<file path="config.mk">
export PLATFORM = sky130hd
export DESIGN_NAME = hbc_control_logic
export DESIGN_NICKNAME = d
export VERILOG_FILES = /design/src/rtl/hbc_pkg.sv /design/src/rtl/hbc_sync.sv /design/src/rtl/hbc_timer.sv /design/src/rtl/hbc_control_logic.sv
export VERILOG_INCLUDE_DIRS = /design/src /design/src/rtl
export SDC_FILE = /design/constraint.sdc
export NUM_CORES = 1
export LEC_CHECK = 0
export ABC_AREA = 1
export BUFFER_PORTS_ARGS = -buffer_cell sky130_fd_sc_hd__buf_2
export CORE_MARGIN = 1
export CORE_UTILIZATION = 45
export DETAILED_ROUTE_END_ITERATION = 6
export GPL_TIMING_DRIVEN = 0
export PLACE_DENSITY_LB_ADDON = 0.1
export REMOVE_ABC_BUFFERS = 1
export SYNTH_ARGS = -nofsm -noshare
export SYNTH_HDL_FRONTEND = slang
export SYNTH_SLANG_ARGS = --single-unit
export TNS_END_PERCENT = 20
</file>
<file path="constraint.sdc">
create_clock -name core_clk -period 1.9 [get_ports core_clk]
set_clock_uncertainty 0.05 [all_clocks]
set_input_delay 0.095 -clock core_clk [delete_from_list [all_inputs] [get_ports core_clk]]
set_output_delay 0.095 -clock core_clk [all_outputs]
set_load 0.02 [all_outputs]
</file>
<file path="src/rtl/hbc_defines.svh">
// timing and reset constants for the h-bridge control logic
`ifndef HBC_DEFINES_SVH
`define HBC_DEFINES_SVH
`define HBC_CLK_PERIOD_NS 50
`define HBC_OC_DEGLITCH_NS 4200
`define HBC_OC_DEGLITCH_CYC ((`HBC_OC_DEGLITCH_NS + `HBC_CLK_PERIOD_NS - 1) / `HBC_CLK_PERIOD_NS)
`define HBC_RETRY_NS 1700000
`define HBC_RETRY_CYC (`HBC_RETRY_NS / `HBC_CLK_PERIOD_NS)
`define HBC_SLEEP_MIN_NS 1000000
`define HBC_SLEEP_CYC ((`HBC_SLEEP_MIN_NS + `HBC_CLK_PERIOD_NS - 1) / `HBC_CLK_PERIOD_NS)
`define HBC_WAKE_CYC 16
`define HBC_TIMER_W 16
`define HBC_PIN_COUNT 10
`define HBC_OC_OFF_RESET 2'h0
`endif

</file>
<file path="src/rtl/hbc_pkg.sv">
// types shared by the h-bridge control logic
package hbc_pkg;
	typedef enum logic [1:0] {HBC_IF_DIRECT, HBC_IF_PHASE, HBC_IF_HALF} hbc_iface_t;
	typedef enum logic [1:0] {HBC_LEG_OFF, HBC_LEG_LOW, HBC_LEG_HIGH} hbc_leg_t;
	typedef enum logic {HBC_PWR_ACTIVE, HBC_PWR_ASLEEP} hbc_power_t;
endpackage

</file>
<file path="src/rtl/hbc_sync.sv">
// two-flop synchroniser for asynchronous pin inputs
module hbc_sync #(
	parameter int W = 1
) (
	input wire logic core_clk,
	input wire logic rst,
	input wire logic [W-1:0] pinIn,
	output logic [W-1:0] pinOut
);
	initial
	begin
		if (W < 1)
			$error("hbc_sync: width must be at least one");
	end

	genvar i;
	generate
		for (i = 0; i < W; i++)
		begin : g_bit
			logic stage1;
			logic stage2;
			// each bit owns its flops, so no two processes write one vector
			always_ff @(posedge core_clk)
			begin
				if (rst)
				begin
					stage1 <= 1'b0;
					stage2 <= 1'b0;
				end
				else
				begin
					stage1 <= pinIn[i];
					stage2 <= stage1;
				end
			end
			assign pinOut[i] = stage2;
		end
	endgenerate
endmodule

</file>
<file path="src/rtl/hbc_timer.sv">
// saturating up-counter with clear, flags when the limit is reached
module hbc_timer #(
	parameter int W = 16
) (
	input wire logic core_clk,
	input wire logic rst,
	input wire logic clear,
	input wire logic [W-1:0] limit,
	output logic done
);
	logic [W-1:0] count;

	initial
	begin
		if (W < 2)
			$error("hbc_timer: width must be at least two");
	end

	// clear has priority so a restart never sees a stale count
	always_ff @(posedge core_clk)
	begin
		if (rst || clear)
			count <= '0;
		else if (count != limit)
			count <= count + 1'b1;
	end

	assign done = !clear && (count == limit);
endmodule

</file>
<file path="src/rtl/hbc_control_logic.sv">
// input decode, autosleep and protection sequencing for a two-output h-bridge
// Summary of operation
// - mode low or single supply: direct control
// - direct truth table: coast, reverse, forward, brake
// - direct coast held for interval enters sleep
// - mode high selects direction and speed gate
// - gate high: direction picks output polarity
// - gate low brakes both low sides
// - gate low past interval: sleep, outputs off
// - floating mode selects independent half-bridges
// - each half follows its own input
// - lockout disables switches, pump and logic
// - lockout source depends on supply variant
// - lockout released once supply recovers
// - deglitched overcurrent disables whole bridge
// - retry re-enables from pins, repeats if persisting
// - half mode disables only affected half
// - shared retry timer; second trip restarts both
// - overtemperature disables bridge until it clears
// - overcurrent deglitch about 4.2 microseconds
// - overcurrent retry about 1.7 milliseconds
// - autosleep after 1 to 2 milliseconds idle
`include "hbc_defines.svh"

module hbc_control_logic #(
	parameter int TW = `HBC_TIMER_W,
	parameter int RETRY_CYCLES = `HBC_RETRY_CYC,
	parameter int SLEEP_CYCLES = `HBC_SLEEP_CYC,
	parameter int WAKE_CYCLES = `HBC_WAKE_CYC,
	parameter int OC_CYCLES = `HBC_OC_DEGLITCH_CYC
) (
	input wire logic core_clk,
	input wire logic rst,
	input wire logic splitVariant,
	input wire logic modeLevel,
	input wire logic modeFloating,
	input wire logic driveInputA,
	input wire logic driveInputB,
	input wire logic logicSupplyLow,
	input wire logic motorSupplyLow,
	input wire logic overcurrentA,
	input wire logic overcurrentB,
	input wire logic thermalCutoff,
	output logic highSideA,
	output logic lowSideA,
	output logic highSideB,
	output logic lowSideB,
	output logic chargePumpEnable,
	output logic lowPowerSleep,
	output logic lockoutActive,
	output logic overcurrentOffA,
	output logic overcurrentOffB,
	output logic thermalActive,
	output hbc_pkg::hbc_iface_t activeInterface
);
	import hbc_pkg::*;

	initial
	begin
		if (TW < 2 || TW > 31)
			$error("hbc_control_logic: timer width out of range");
		if (RETRY_CYCLES < 1 || RETRY_CYCLES >= (1 << TW))
			$error("hbc_control_logic: retry count does not fit the timer");
		if (SLEEP_CYCLES < 1 || SLEEP_CYCLES >= (1 << TW))
			$error("hbc_control_logic: sleep count does not fit the timer");
		if (WAKE_CYCLES < 1 || WAKE_CYCLES >= (1 << TW))
			$error("hbc_control_logic: wake count does not fit the timer");
		if (OC_CYCLES < 1 || OC_CYCLES >= (1 << TW))
			$error("hbc_control_logic: deglitch count does not fit the timer");
	end

	logic [`HBC_PIN_COUNT-1:0] rawPins;
	logic [`HBC_PIN_COUNT-1:0] syncPins;
	logic isSplit;
	logic modeHigh;
	logic modeFloat;
	logic inA;
	logic inB;
	logic logicLow;
	logic motorLow;
	logic [1:0] ocRaw;
	logic hot;
	logic lockout;
	hbc_iface_t iface;
	hbc_power_t powerState;
	logic sleepQualify;
	logic wakeQualify;
	logic sleepDone;
	logic wakeDone;
	logic [1:0] trip;
	logic [1:0] ocOff;
	logic [1:0] next_ocOff;
	logic retryRunning;
	logic retryDone;
	logic driveGate;
	hbc_leg_t legA;
	hbc_leg_t legB;
	hbc_leg_t next_legA;
	hbc_leg_t next_legB;

	// every pin is asynchronous to core_clk, including the variant strap
	assign rawPins = {splitVariant, modeLevel, modeFloating, driveInputA, driveInputB,
		logicSupplyLow, motorSupplyLow, overcurrentB, overcurrentA, thermalCutoff};

	hbc_sync #(
		.W(`HBC_PIN_COUNT)
	) u_sync (
		.core_clk(core_clk),
		.rst(rst),
		.pinIn(rawPins),
		.pinOut(syncPins)
	);

	assign isSplit = syncPins[9];
	assign modeHigh = syncPins[8];
	assign modeFloat = syncPins[7];
	assign inA = syncPins[6];
	assign inB = syncPins[5];
	assign logicLow = syncPins[4];
	assign motorLow = syncPins[3];
	assign ocRaw = syncPins[2:1];
	assign hot = syncPins[0];

	// motor supply may sit at zero on the split variant without tripping
	assign lockout = isSplit ? logicLow : motorLow;

	// mode is decoded live, so it may change while running
	always_comb
	begin
		if (!isSplit || (!modeFloat && !modeHigh))
			iface = HBC_IF_DIRECT;
		else if (modeFloat)
			iface = HBC_IF_HALF;
		else
			iface = HBC_IF_PHASE;
	end

	// half mode never qualifies: the controller must pull mode low first
	always_comb
	begin
		case (iface)
			HBC_IF_DIRECT:
			begin
				sleepQualify = !inA && !inB;
				wakeQualify = inA || inB;
			end
			HBC_IF_PHASE:
			begin
				sleepQualify = !inB;
				wakeQualify = inB;
			end
			HBC_IF_HALF:
			begin
				sleepQualify = 1'b0;
				wakeQualify = 1'b0;
			end
			default:
			begin
				sleepQualify = 1'b0;
				wakeQualify = 1'b0;
			end
		endcase
	end

	hbc_timer #(
		.W(TW)
	) u_sleepTimer (
		.core_clk(core_clk),
		.rst(rst),
		.clear(!sleepQualify || powerState != HBC_PWR_ACTIVE || lockout),
		.limit(TW'(SLEEP_CYCLES)),
		.done(sleepDone)
	);

	// a single low glitch restarts the wake count
	hbc_timer #(
		.W(TW)
	) u_wakeTimer (
		.core_clk(core_clk),
		.rst(rst),
		.clear(!wakeQualify || powerState != HBC_PWR_ASLEEP || lockout),
		.limit(TW'(WAKE_CYCLES)),
		.done(wakeDone)
	);

	always_ff @(posedge core_clk)
	begin
		if (rst || lockout)
			powerState <= HBC_PWR_ACTIVE;
		else
		begin
			case (powerState)
				HBC_PWR_ACTIVE:
					if (sleepDone)
						powerState <= HBC_PWR_ASLEEP;
				HBC_PWR_ASLEEP:
					if (wakeDone)
						powerState <= HBC_PWR_ACTIVE;
				default:
					powerState <= HBC_PWR_ACTIVE;
			endcase
		end
	end

	// per-half deglitch; a disabled half holds its timer cleared
	genvar h;
	generate
		for (h = 0; h < 2; h++)
		begin : g_half
			hbc_timer #(
				.W(TW)
			) u_ocTimer (
				.core_clk(core_clk),
				.rst(rst),
				.clear(!ocRaw[h] || ocOff[h] || lockout),
				.limit(TW'(OC_CYCLES)),
				.done(trip[h])
			);
		end
	endgenerate

	assign retryRunning = |ocOff;

	// one timer for both halves; any new trip restarts it
	hbc_timer #(
		.W(TW)
	) u_retryTimer (
		.core_clk(core_clk),
		.rst(rst),
		.clear((|trip) || !retryRunning),
		.limit(TW'(RETRY_CYCLES)),
		.done(retryDone)
	);

	// a trip in the expiry cycle wins and starts a fresh interval
	always_comb
	begin
		next_ocOff = ocOff;
		if (retryDone)
			next_ocOff = 2'h0;
		if (|trip)
		begin
			if (iface != HBC_IF_HALF)
				next_ocOff = 2'h3;
			else if (retryRunning || (&trip))
				next_ocOff = 2'h3;
			else
				next_ocOff = ocOff | trip;
		end
	end

	always_ff @(posedge core_clk)
	begin
		if (rst || lockout)
			ocOff <= `HBC_OC_OFF_RESET;
		else
			ocOff <= next_ocOff;
	end

	assign driveGate = !lockout && !hot && powerState == HBC_PWR_ACTIVE;

	always_comb
	begin
		legA = HBC_LEG_OFF;
		legB = HBC_LEG_OFF;
		case (iface)
			HBC_IF_DIRECT:
			begin
				case ({inA, inB})
					2'h1:
					begin
						legA = HBC_LEG_LOW;
						legB = HBC_LEG_HIGH;
					end
					2'h2:
					begin
						legA = HBC_LEG_HIGH;
						legB = HBC_LEG_LOW;
					end
					2'h3:
					begin
						legA = HBC_LEG_LOW;
						legB = HBC_LEG_LOW;
					end
					default:
					begin
						legA = HBC_LEG_OFF;
						legB = HBC_LEG_OFF;
					end
				endcase
			end
			HBC_IF_PHASE:
			begin
				if (!inB)
				begin
					legA = HBC_LEG_LOW;
					legB = HBC_LEG_LOW;
				end
				else
				begin
					legA = inA ? HBC_LEG_HIGH : HBC_LEG_LOW;
					legB = inA ? HBC_LEG_LOW : HBC_LEG_HIGH;
				end
			end
			HBC_IF_HALF:
			begin
				legA = inA ? HBC_LEG_HIGH : HBC_LEG_LOW;
				legB = inB ? HBC_LEG_HIGH : HBC_LEG_LOW;
			end
			default:
			begin
				legA = HBC_LEG_OFF;
				legB = HBC_LEG_OFF;
			end
		endcase
	end

	// after retry the legs simply follow the pins again
	assign next_legA = (driveGate && !ocOff[0]) ? legA : HBC_LEG_OFF;
	assign next_legB = (driveGate && !ocOff[1]) ? legB : HBC_LEG_OFF;

	always_ff @(posedge core_clk)
	begin
		if (rst)
		begin
			highSideA <= 1'b0;
			lowSideA <= 1'b0;
			highSideB <= 1'b0;
			lowSideB <= 1'b0;
		end
		else
		begin
			highSideA <= next_legA == HBC_LEG_HIGH;
			lowSideA <= next_legA == HBC_LEG_LOW;
			highSideB <= next_legB == HBC_LEG_HIGH;
			lowSideB <= next_legB == HBC_LEG_LOW;
		end
	end

	always_ff @(posedge core_clk)
	begin
		if (rst)
		begin
			chargePumpEnable <= 1'b0;
			lowPowerSleep <= 1'b0;
			lockoutActive <= 1'b0;
			thermalActive <= 1'b0;
			overcurrentOffA <= 1'b0;
			overcurrentOffB <= 1'b0;
			activeInterface <= HBC_IF_DIRECT;
		end
		else
		begin
			chargePumpEnable <= !lockout && powerState == HBC_PWR_ACTIVE;
			lowPowerSleep <= powerState == HBC_PWR_ASLEEP;
			lockoutActive <= lockout;
			thermalActive <= hot;
			overcurrentOffA <= ocOff[0];
			overcurrentOffB <= ocOff[1];
			activeInterface <= iface;
		end
	end

	lockout_off_a: assert property (@(posedge core_clk) disable iff (rst)
		lockout |=> !highSideA && !lowSideA && !highSideB && !lowSideB && !chargePumpEnable)
		else $error("switches or pump active during lockout");

	single_direct_a: assert property (@(posedge core_clk) disable iff (rst)
		!isSplit |-> iface == HBC_IF_DIRECT)
		else $error("single supply variant left direct control");

	direct_fwd_a: assert property (@(posedge core_clk) disable iff (rst)
		(iface == HBC_IF_DIRECT && driveGate && ocOff == 2'h0 && inA && !inB)
		|=> highSideA && !lowSideA && lowSideB && !highSideB)
		else $error("direct forward decode wrong");

	phase_brake_a: assert property (@(posedge core_clk) disable iff (rst)
		(iface == HBC_IF_PHASE && driveGate && ocOff == 2'h0 && !inB)
		|=> lowSideA && lowSideB && !highSideA && !highSideB)
		else $error("gate low did not brake");

	phase_dir_a: assert property (@(posedge core_clk) disable iff (rst)
		(iface == HBC_IF_PHASE && driveGate && ocOff == 2'h0 && inB && !inA)
		|=> lowSideA && highSideB)
		else $error("direction zero polarity wrong");

	half_follow_a: assert property (@(posedge core_clk) disable iff (rst)
		(iface == HBC_IF_HALF && driveGate && !ocOff[1])
		|=> highSideB == $past(inB) && lowSideB == !$past(inB))
		else $error("half bridge b does not follow its input");

	thermal_off_a: assert property (@(posedge core_clk) disable iff (rst)
		hot |=> !highSideA && !lowSideA && !highSideB && !lowSideB)
		else $error("switches active while overheated");

	retry_restart_a: assert property (@(posedge core_clk) disable iff (rst || lockout)
		((|trip) && retryRunning) |=> ocOff == 2'h3 ##1 !retryDone)
		else $error("second trip did not restart both halves");

	sleep_enter_a: assert property (@(posedge core_clk) disable iff (rst || lockout)
		(powerState == HBC_PWR_ACTIVE && sleepDone)
		|=> powerState == HBC_PWR_ASLEEP ##1 lowPowerSleep && !highSideA && !lowSideA)
		else $error("idle interval did not enter sleep");

	full_trip_a: assert property (@(posedge core_clk) disable iff (rst || lockout)
		(iface != HBC_IF_HALF && (|trip)) |=> ocOff == 2'h3)
		else $error("overcurrent outside half mode kept one half on");
endmodule

</file>
# == Word-level counts from Yosys, hierarchy flattened ==
# Index checks and enable logic that the tools add are counted.
# word_totals
regBits,115
input_bits,12
out_inout_bits,12
elab_cells,144
# classes
addsub,5
eq_ne,20
muxes,23
bitwise,2
reduce_logical,56
# op_table
op,n
"adder 16 x 1 -> 16 bit, second input constant",5
"== test 16 x 7 -> 1 bit, second input constant",2
"inequality test 16 x 7 -> 1 bit, second input constant",2
2-to-1 mux 2 bit,13
logical NOT 1 bit,19
logical OR 1 bit,18
"== test 16 x 15 -> 1 bit, second input constant",1
"== test 16 bit, second input constant",1
"== test 16 x 5 -> 1 bit, second input constant",1
"inequality test 16 x 15 -> 1 bit, second input constant",1
"inequality test 16 bit, second input constant",1
"inequality test 16 x 5 -> 1 bit, second input constant",1
logical AND 1 bit,12
one-hot mux 2 bit (3 select lines),2
"== test 2 bit, second input constant",5
"== test 2 x 1 -> 1 bit, second input constant",4
one-hot mux 2 bit (2 select lines),2
OR reduction 2 bit,4
one-hot mux 1 bit (2 select lines),3
2-to-1 mux 1 bit,3
logical NOT 2 bit,1
"inequality test 2 bit, second input constant",1
OR 2 bit,1
AND reduction 2 bit,1
2 further kinds,2

# == Longest topological paths before layout ==
# Gate-level depths: netlist of run 1.
# depth
ltp_word,13
depth_mapped,10
mapped_depth_nobuf,10

# == Hierarchy ==
# A second synthesis of run 1 with hierarchy kept.
# hier_totals
cells_unflattened,1372
area_unflattened_um2,7935.1
# by_module_without_submodules
module,instances,cells_per_inst,area_per_inst_um2,seq_area_each_um2
hbc_timer,5,242,1332.5,320.3
hbc_sync,1,72,648.1,400.4
hbc_control_logic,1,90,624.3,300.3

# == Worst setup path after synthesis of run 1 ==
# No wires, ideal clock.
# synth_path
path_kind,register to register
from,reg u_wakeTimer.count[0]
to,reg u_wakeTimer.count[10]
setup_ps,70
arrival_time_ps,1306
t_required_ps,1780
setup_slack_ps,474
path_stages_with_launch,9
n_path_buf,0
synth_period_minus_slack_ps,1426
path_cell_list,dfxtp_1 ha_1 nand3_2 nor2_2 nand2_2 inv_2 nand3_2 or2_1 a21oi_1
# synth_via
elab_chain_len,1
elab_cells_between_ends,2
classes_between,1 x add/sub; 1 x eq/ne
# synth_rtl
item,line,text
"start, declared",hbc_timer.sv:11,logic [W-1:0] count;
"start signal, assigned",hbc_timer.sv:25,count <= count + 1'b1;
adder 16 x 1 -> 16 bit or inequality test 16 x 5 -> 1 bit (tied branches),"hbc_timer.sv:25, hbc_timer.sv:24",
# Parallel ways exist; a longest one is shown, timed or not.
# A chain may end at the register's enable or synchronous reset.

# == Worst setup path in the final report of run 1 ==
# layout_path
from,reg u_wakeTimer.count[0]
to,reg u_wakeTimer.count[0]
# The elaborated chain is that of the path after synthesis.

==> metrics.yaml, run 1 <==
status: "finished clean"
grt_antenna_before_repair: 0
max_freq_ghz: 0.5751
r2r-start: "u_wakeTimer.count[0]"
cts_tree: "done"
ant_nets: 0
wl_per_cell_um: 11.04
cts_resized: 0
ys_types: 39
p_per_area_nw_per_um2: 946.9
drt_pre_antenna_iters: 4
cts_made_buffers: 17
r2r-end: "u_wakeTimer.count[0]"
final_common_cell: "dfxtp_1"
grt_pass1_wl_mm: 17.86
worstPathRequired_ns: 2.14
ys_ff_latch: 115
switching_share_pct: 19.74
gp_congestion: 0.7875
grt_start_max_net_pins: 31
p_int_mw: 4.826
p_clk_share_pct: 56.7
relSlewSlack_pct: 61.71
finalHoldViolations: 0
design.core.area_um2: 11520
maxCapViolations: 0
p_seq_share_pct: 40.9
grt_usage_pct: 17.96
vias_per_cell: 4.810
top_layer_used: "met4"
min_from: "rst"
clk-insertion-delay-late_ns: 0.41
rsz0062_at_grt: "false"
crit_top_cell: "inv_1"
vias: 4444
area_growth_pct: 18.38
dp_cells: 883
finalMaxSlewViolations: 0
worst_slew_pin_slew_ns: 0.5699
die_x_um: 111.2
io_pins: 24
insertedDiodeCount: 0
pre_cts_ws_ns: 0.03543
total_leakage_power_nw: 2.344
clk_path_buf_depth: 2
routed_wl_mm: 10.20
whs_path_depth: 2
cp.arrival_ns: 1.98
initial_utilization_pct: 46.58
netlist_area_um2: 5364
power.net_switching_mw: 1.187
register_area_um2: 2302
reg2reg_depth: 9
drc: 0
wl_met1_mm: 5.111
grt_pass1_vias: 4167
slowest_delay_ns: 0.46
yosys_warnings: 0
critPathMaxFanout: 5
fillers: 1107
layout_common_cells: "dfxtp_1 (115), nor2_1 (112), nand2_1 (109)"
die_h_um: 111.2
finalNetCount: 791
worst_path_max_delay_cell: "nor3_1"
r2r_slack_ns: 0.16
utilization_pct: 55.14
clock_sink_count: 115
layout-drive-gt1-share_pct: 15.11
final_cells: 924
grt_overflow_total: 0
rows: 39
hold_path.class: "primary input to flip-flop"
crit_chain: "inv_1 > ha_1 > inv_1 > nor2_1 > nand3_1 > nor3_1 > inv_1 > nor2_1 > nor3_1"
post-route-period-util_pct: 91.52
path_clk_slew_ns: 0.05
route.met3.wl_um: 306
drtIter0Drc: 196
path_class: "flip-flop to flip-flop"
end_kind: "flip-flop"
worst-path-buf-inv: 3
hold_ws_ns: 0.09146
crit_family: "simple AND/OR/NAND/NOR gates"
multi_input_area_um2: 2577
setup_viol: 0
fin_tns_setup_ns: 0
dp_hpwl_mm: 7.215
met2WireLength_mm: 4.655
synth-seq-area-share_pct: 42.92
synth.avg_cell_area_um2: 7.419
fin_ws_ns: 0.1612
cp-start-kind: "flip-flop"
p_comb_share_pct: 2.4
die_area_um2: 12360
h-tree-depth: 4
syn_inst: 723
cts_root_buf: "clkbuf_16"
whs_endpoint: "u_sync.g_bit[6].stage1"
period_minus_slack_ns: 1.739
port-buffer-count: 23
ir_worst_vdd_v: 0.0005889
-- layer usage --
metal  track usage, %  up-vias
met1            22.21     1973
met3            4.975        9
li1                 -     2417
met4            8.108        0
met5                0        -
met2            29.04       45
-- what timing repair did --
item | CTS | global route
hold buffers | 10 | 0
setup buffers | 0 | 0
endpoints found under the hold margin | 10 | 0
-- synthesized netlist by cell type --
cell type / instances / share of area (%)
dfxtp_1: 115 / 43
nor2_1: 112 / 7.8
nand2_1: 109 / 7.6
inv_1: 108 / 7.6
a21oi_1: 57 / 5.3
nand3_1: 38 / 3.5
o21ai_0: 26 / 2.4
nor3_1: 24 / 2.2
nand4_1: 18 / 2.1
nand2_2: 13 / 1.5
nand3_2: 12 / 2.2
ha_1: 10 / 2.3
xor2_1: 9 / 1.5
inv_2: 8 / 0.56
nor2_2: 7 / 0.82
a21oi_2: 6 / 0.98
nor2_4: 5 / 1.0
nand3b_1: 4 / 0.56
nor3_2: 4 / 0.75
nor3_4: 4 / 1.2
nor3b_1: 4 / 0.56
buf_6: 3 / 0.63
nor4_1: 3 / 0.35
or2_0: 3 / 0.35
or2_2: 3 / 0.35
clkbuf_1: 2 / 0.14
o211ai_1: 2 / 0.28
or2_1: 2 / 0.23
xnor2_1: 2 / 0.33
a22o_1: 1 / 0.16
and3_1: 1 / 0.12
buf_1: 1 / 0.070
clkinv_1: 1 / 0.070
nand2_4: 1 / 0.21
nand4_2: 1 / 0.23
nand4_4: 1 / 0.40
nor3b_2: 1 / 0.23
o21a_1: 1 / 0.14
o21ai_1: 1 / 0.093
-- kinds of logic after synthesis --
kind of cell | after synthesis | synth area share, %
and+or+nand+nor | 370 | 34.52
buffers and inverters | 123 | 9.027
DFF | 115 | 42.92
AOI/OAI and AO/OA | 94 | 9.400
xor gates and xnor gates | 11 | 1.796
adders and majority gates | 10 | 2.333
-- per-stage QoR --
| stage | total power [mW] | instance area, µm² |
|---|---|---|
| after floorplan | 2.593 | 5319 |
| after global placement | 2.637 | 5613 |
| after detailed placement | 2.639 | 5613 |
| after CTS | 6.090 | 6350 |
| after global routing | 6.217 | 6350 |
| final | 6.013 | 6350 |
-- power groups by stage --
| stage | sequential, mW | clock (mW) | combinational, mW |
|---|---|---|---|
| finish | 2.46 | 3.41 | 0.142 |
| global route | 2.46 | 3.59 | 0.164 |
| global placement | 2.51 | 0 | 0.126 |
| detailed placement | 2.51 | 0 | 0.128 |
| CTS | 2.46 | 3.48 | 0.144 |
| floorplan | 2.52 | 0 | 0.0781 |
-- flip-flops by register name, indices dropped and copies added (netlist names), 2 cells and up --
register                count
g_half.u_ocTimer.count     32
u_retryTimer.count         16
u_sleepTimer.count         16
u_wakeTimer.count          16
u_sync.g_bit.stage1        10
u_sync.g_bit.stage2        10
activeInterface             2
ocOff                       2
-- cell type report --
type,instances,share of cell area (%)
repair buffers,33,3.389
multi-input cells,485,40.59
flip-flops and latches,115,36.26
clock buffers,23,7.685
clock inverters,8,2.345
well taps,143,2.818
inverters,117,6.916
-- worst max-delay path by stage --
stage                                  from                       endpoint  slack, ns  cells after the start
3_3_place_gp                            rst          u_sleepTimer.count[3]       0.07                      6
3_5_place_dp                            rst          u_sleepTimer.count[3]       0.04                      6
2_1_floorplan          u_wakeTimer.count[0]          u_wakeTimer.count[10]       0.47                      8
5_1_grt        g_half[0].u_ocTimer.count[0]  g_half[0].u_ocTimer.count[12]      0.009                      6
4_1_cts                u_wakeTimer.count[0]           u_wakeTimer.count[0]       0.13                      9
6_report               u_wakeTimer.count[0]           u_wakeTimer.count[0]       0.16                      9
Power figures use the tool's default switching activity.
==> run 2: changes to the inputs <==
--- a/config.mk
+++ b/config.mk
@@ -8,13 +8,16 @@
 export LEC_CHECK = 0
 export ABC_AREA = 1
 export BUFFER_PORTS_ARGS = -buffer_cell sky130_fd_sc_hd__buf_2
+export CELL_PAD_IN_SITES_DETAIL_PLACEMENT = 0
+export CELL_PAD_IN_SITES_GLOBAL_PLACEMENT = 1
 export CORE_MARGIN = 1
-export CORE_UTILIZATION = 45
+export CORE_UTILIZATION = 44
 export DETAILED_ROUTE_END_ITERATION = 6
 export GPL_TIMING_DRIVEN = 0
 export PLACE_DENSITY_LB_ADDON = 0.1
 export REMOVE_ABC_BUFFERS = 1
 export SYNTH_ARGS = -nofsm -noshare
 export SYNTH_HDL_FRONTEND = slang
+export SYNTH_HIERARCHICAL = 1
 export SYNTH_SLANG_ARGS = --single-unit
 export TNS_END_PERCENT = 20
==> metrics.yaml, run 2 <==
layout-drive-gt1-share_pct: 10.83
grt_pass1_wl_mm: 30.75
syn_inst: 1372
drc: 0
dp_hpwl_mm: 11.70
vias: 8015
clock_sink_count: 115
groute.layer.met2.usage_pct: 33.25
synth-seq-area-share_pct: 29.01
gr-usage-met1_pct: 27.59
routed_wl_mm: 19.41
status: "finished clean"
post-route-period-util_pct: 96.34
top_register: "g_half.u_ocTimer/count"
initial_utilization_pct: 45.40
cts_root_buf: "clkbuf_16"
h-tree-depth: 4
path_clk_slew_ns: 0.05
relSlewSlack_pct: 47.34
path_class: "flip-flop to flip-flop"
utilization_pct: 55.32
synth_edf_count: 0
gp_congestion: 0.7556
grt_antenna_before_repair: 0
synth_common_cells: "nand2_1 (484), nor2_1 (213), inv_1 (173)"
rows: 48
area_growth_pct: 21.84
clk-insertion-delay-late_ns: 0.42
final_area_um2: 9668
design.core.area_um2: 17480
hold_path.class: "primary input to flip-flop"
synth-async-reset-ratio_pct: 0
grt_overflow_total: 0
cp-start-kind: "flip-flop"
die_h_um: 136.3
ir_worst_vdd_v: 0.0005921
ant_nets: 0
vias_per_cell: 4.468
drt_pre_antenna_iters: 5
netlist_area_um2: 7935
die_area_um2: 18580
synth_most_common_cell: "nand2_1"
setup_viol: 0
synth_area_leaders: "dfxtp_1 (29%), nand2_1 (23%), nor2_1 (10%)"
wl_per_cell_um: 10.82
drtIter0Drc: 411
dp_cells: 1725
die_x_um: 136.3
worstPathRequired_ns: 2.20
layout_common_cells: "nand2_1 (473), nor2_1 (197), inv_1 (173)"
grtUsageMet3_pct: 3.990
cts_made_buffers: 17
ys_types: 23
place_area_um2: 8504
clk_path_buf_depth: 2
grt_pass1_vias: 6764
critPathMaxFanout: 8
yosys_warnings: 6
total_leakage_power_nw: 4.150
ys_ff_latch: 115
rsz0062_at_grt: "true"
final_common_cell: "nand2_1"
insertedDiodeCount: 0
maxCapViolations: 0
grt_start_max_net_pins: 35
p_per_area_nw_per_um2: 635.7
finalMaxSlewViolations: 0
largest_reg_flops: 32
final_cells: 1794
busiest_layer: "met2"
worst_slew_pin_slew_ns: 0.7899
finalHoldViolations: 0
finalNetCount: 1573
synth_largest_area_cell: "dfxtp_1"
grt_usage_pct: 20.73
period_minus_slack_ns: 1.831
synth_top_area_share_pct: 29.01
synth.avg_cell_area_um2: 5.784
max_freq_ghz: 0.5463
end_kind: "flip-flop"
whs_path_depth: 2
cp.arrival_ns: 2.13
port-buffer-count: 23
io_pins: 24
synth_flop_cell: "dfxtp_1"
cts_tree: "done"
reg2reg_depth: 11
[run 2: changes by cell type after synthesis, moves of 20 or more]
cell	previous run	this run
a21oi_1	57	84
buf_4	0	25
inv_1	108	173
inv_2	8	30
nand2_1	109	484
nand3_1	38	125
nor2_1	112	213
o21ai_0	26	6
xor2_1	9	45
[run 2: cell type report]
class	instances	area, µm²
clock buffers	23	478.0
clock inverters	9	127.6
fillers	1813	7809
inverters	203	762.0
multi-input cells	1169	5285
flip-flops and latches	115	2336
well taps	225	281.5
repair buffers	50	397.9
[run 2: routing by layer]
metal	share of wire, %	routed length, µm
met5	0	0
met4	1.2	229
met3	3.0	577
met2	45	8723
met1	51	9880
[run 2: worst paths after layout]
kind / start / to / slack (ns)
worst min-delay path: rst / u_sync/g_bit[5].stage1 / 0.19
worst min register to register: u_sync/g_bit[4].stage1 / u_sync/g_bit[4].stage2 / 0.35
worst max-delay path: u_sync/g_bit[9].stage2 / u_retryTimer/count[14] / 0.07
worst max register to register: u_sync/g_bit[9].stage2 / u_retryTimer/count[14] / 0.07
[run 2: critical path: stages (launching register included)]
cell and delay [ns]:
dfxtp_2 0.41, inv_1 0.05, nand2_1 0.10, nand2_4 0.12, nand3_1 0.21, nor2_4 0.08, nor2_4 0.14, o21ai_4 0.08
nor2_4 0.16, clkbuf_16 0.19, nand2_1 0.05, nor2_1 0.11
[run 2: metrics by stage]
| stage | hold WS (ns) | total power, mW | TNS (ns) | setup slack, ns |
|---|---|---|---|---|
| final | 0.1859 | 6.146 | 0 | 0.06946 |
| after global routing | 0.2176 | 6.396 | -0.1913 | -0.06205 |
| after CTS | 0.1749 | 6.192 | -0.03170 | -0.01748 |
| after detailed placement | 0.2515 | 2.837 | -39.42 | -1.116 |
| after global placement | 0.2432 | 2.835 | -37.99 | -1.081 |
| after floorplan | 0.1162 | 2.765 | -5.521 | -0.3140 |
[run 2: cell families after synthesis]
group | count (synthesis) | share of synthesized area (%)
other | 2 | 0.09464
flip-flops | 115 | 29.01
AO/OA/AOI/OAI | 90 | 5.676
adder cells (fa/ha/maj) | 5 | 0.7884
XOR/XNOR | 45 | 4.967
buffers and inverters | 251 | 14.66
AND/OR/NAND/NOR | 864 | 44.80
[run 2: report_power, final]
part / switching [mW] / internal [mW] / leakage, nW / total (mW)
Sequential: 0.0174 / 2.44 / 0.941 / 2.45
Clock: 1.15 / 2.16 / 0.289 / 3.31
Combinational: 0.246 / 0.136 / 2.92 / 0.381
[run 2: what timing repair did]
action	in CTS	in global routing
hold endpoints to repair	10	0
setup endpoints to repair	83	83
resized for setup	24	47
buffers inserted	5	11
hold buffers	10	0
pin swaps	7	18
gates cloned	4	7
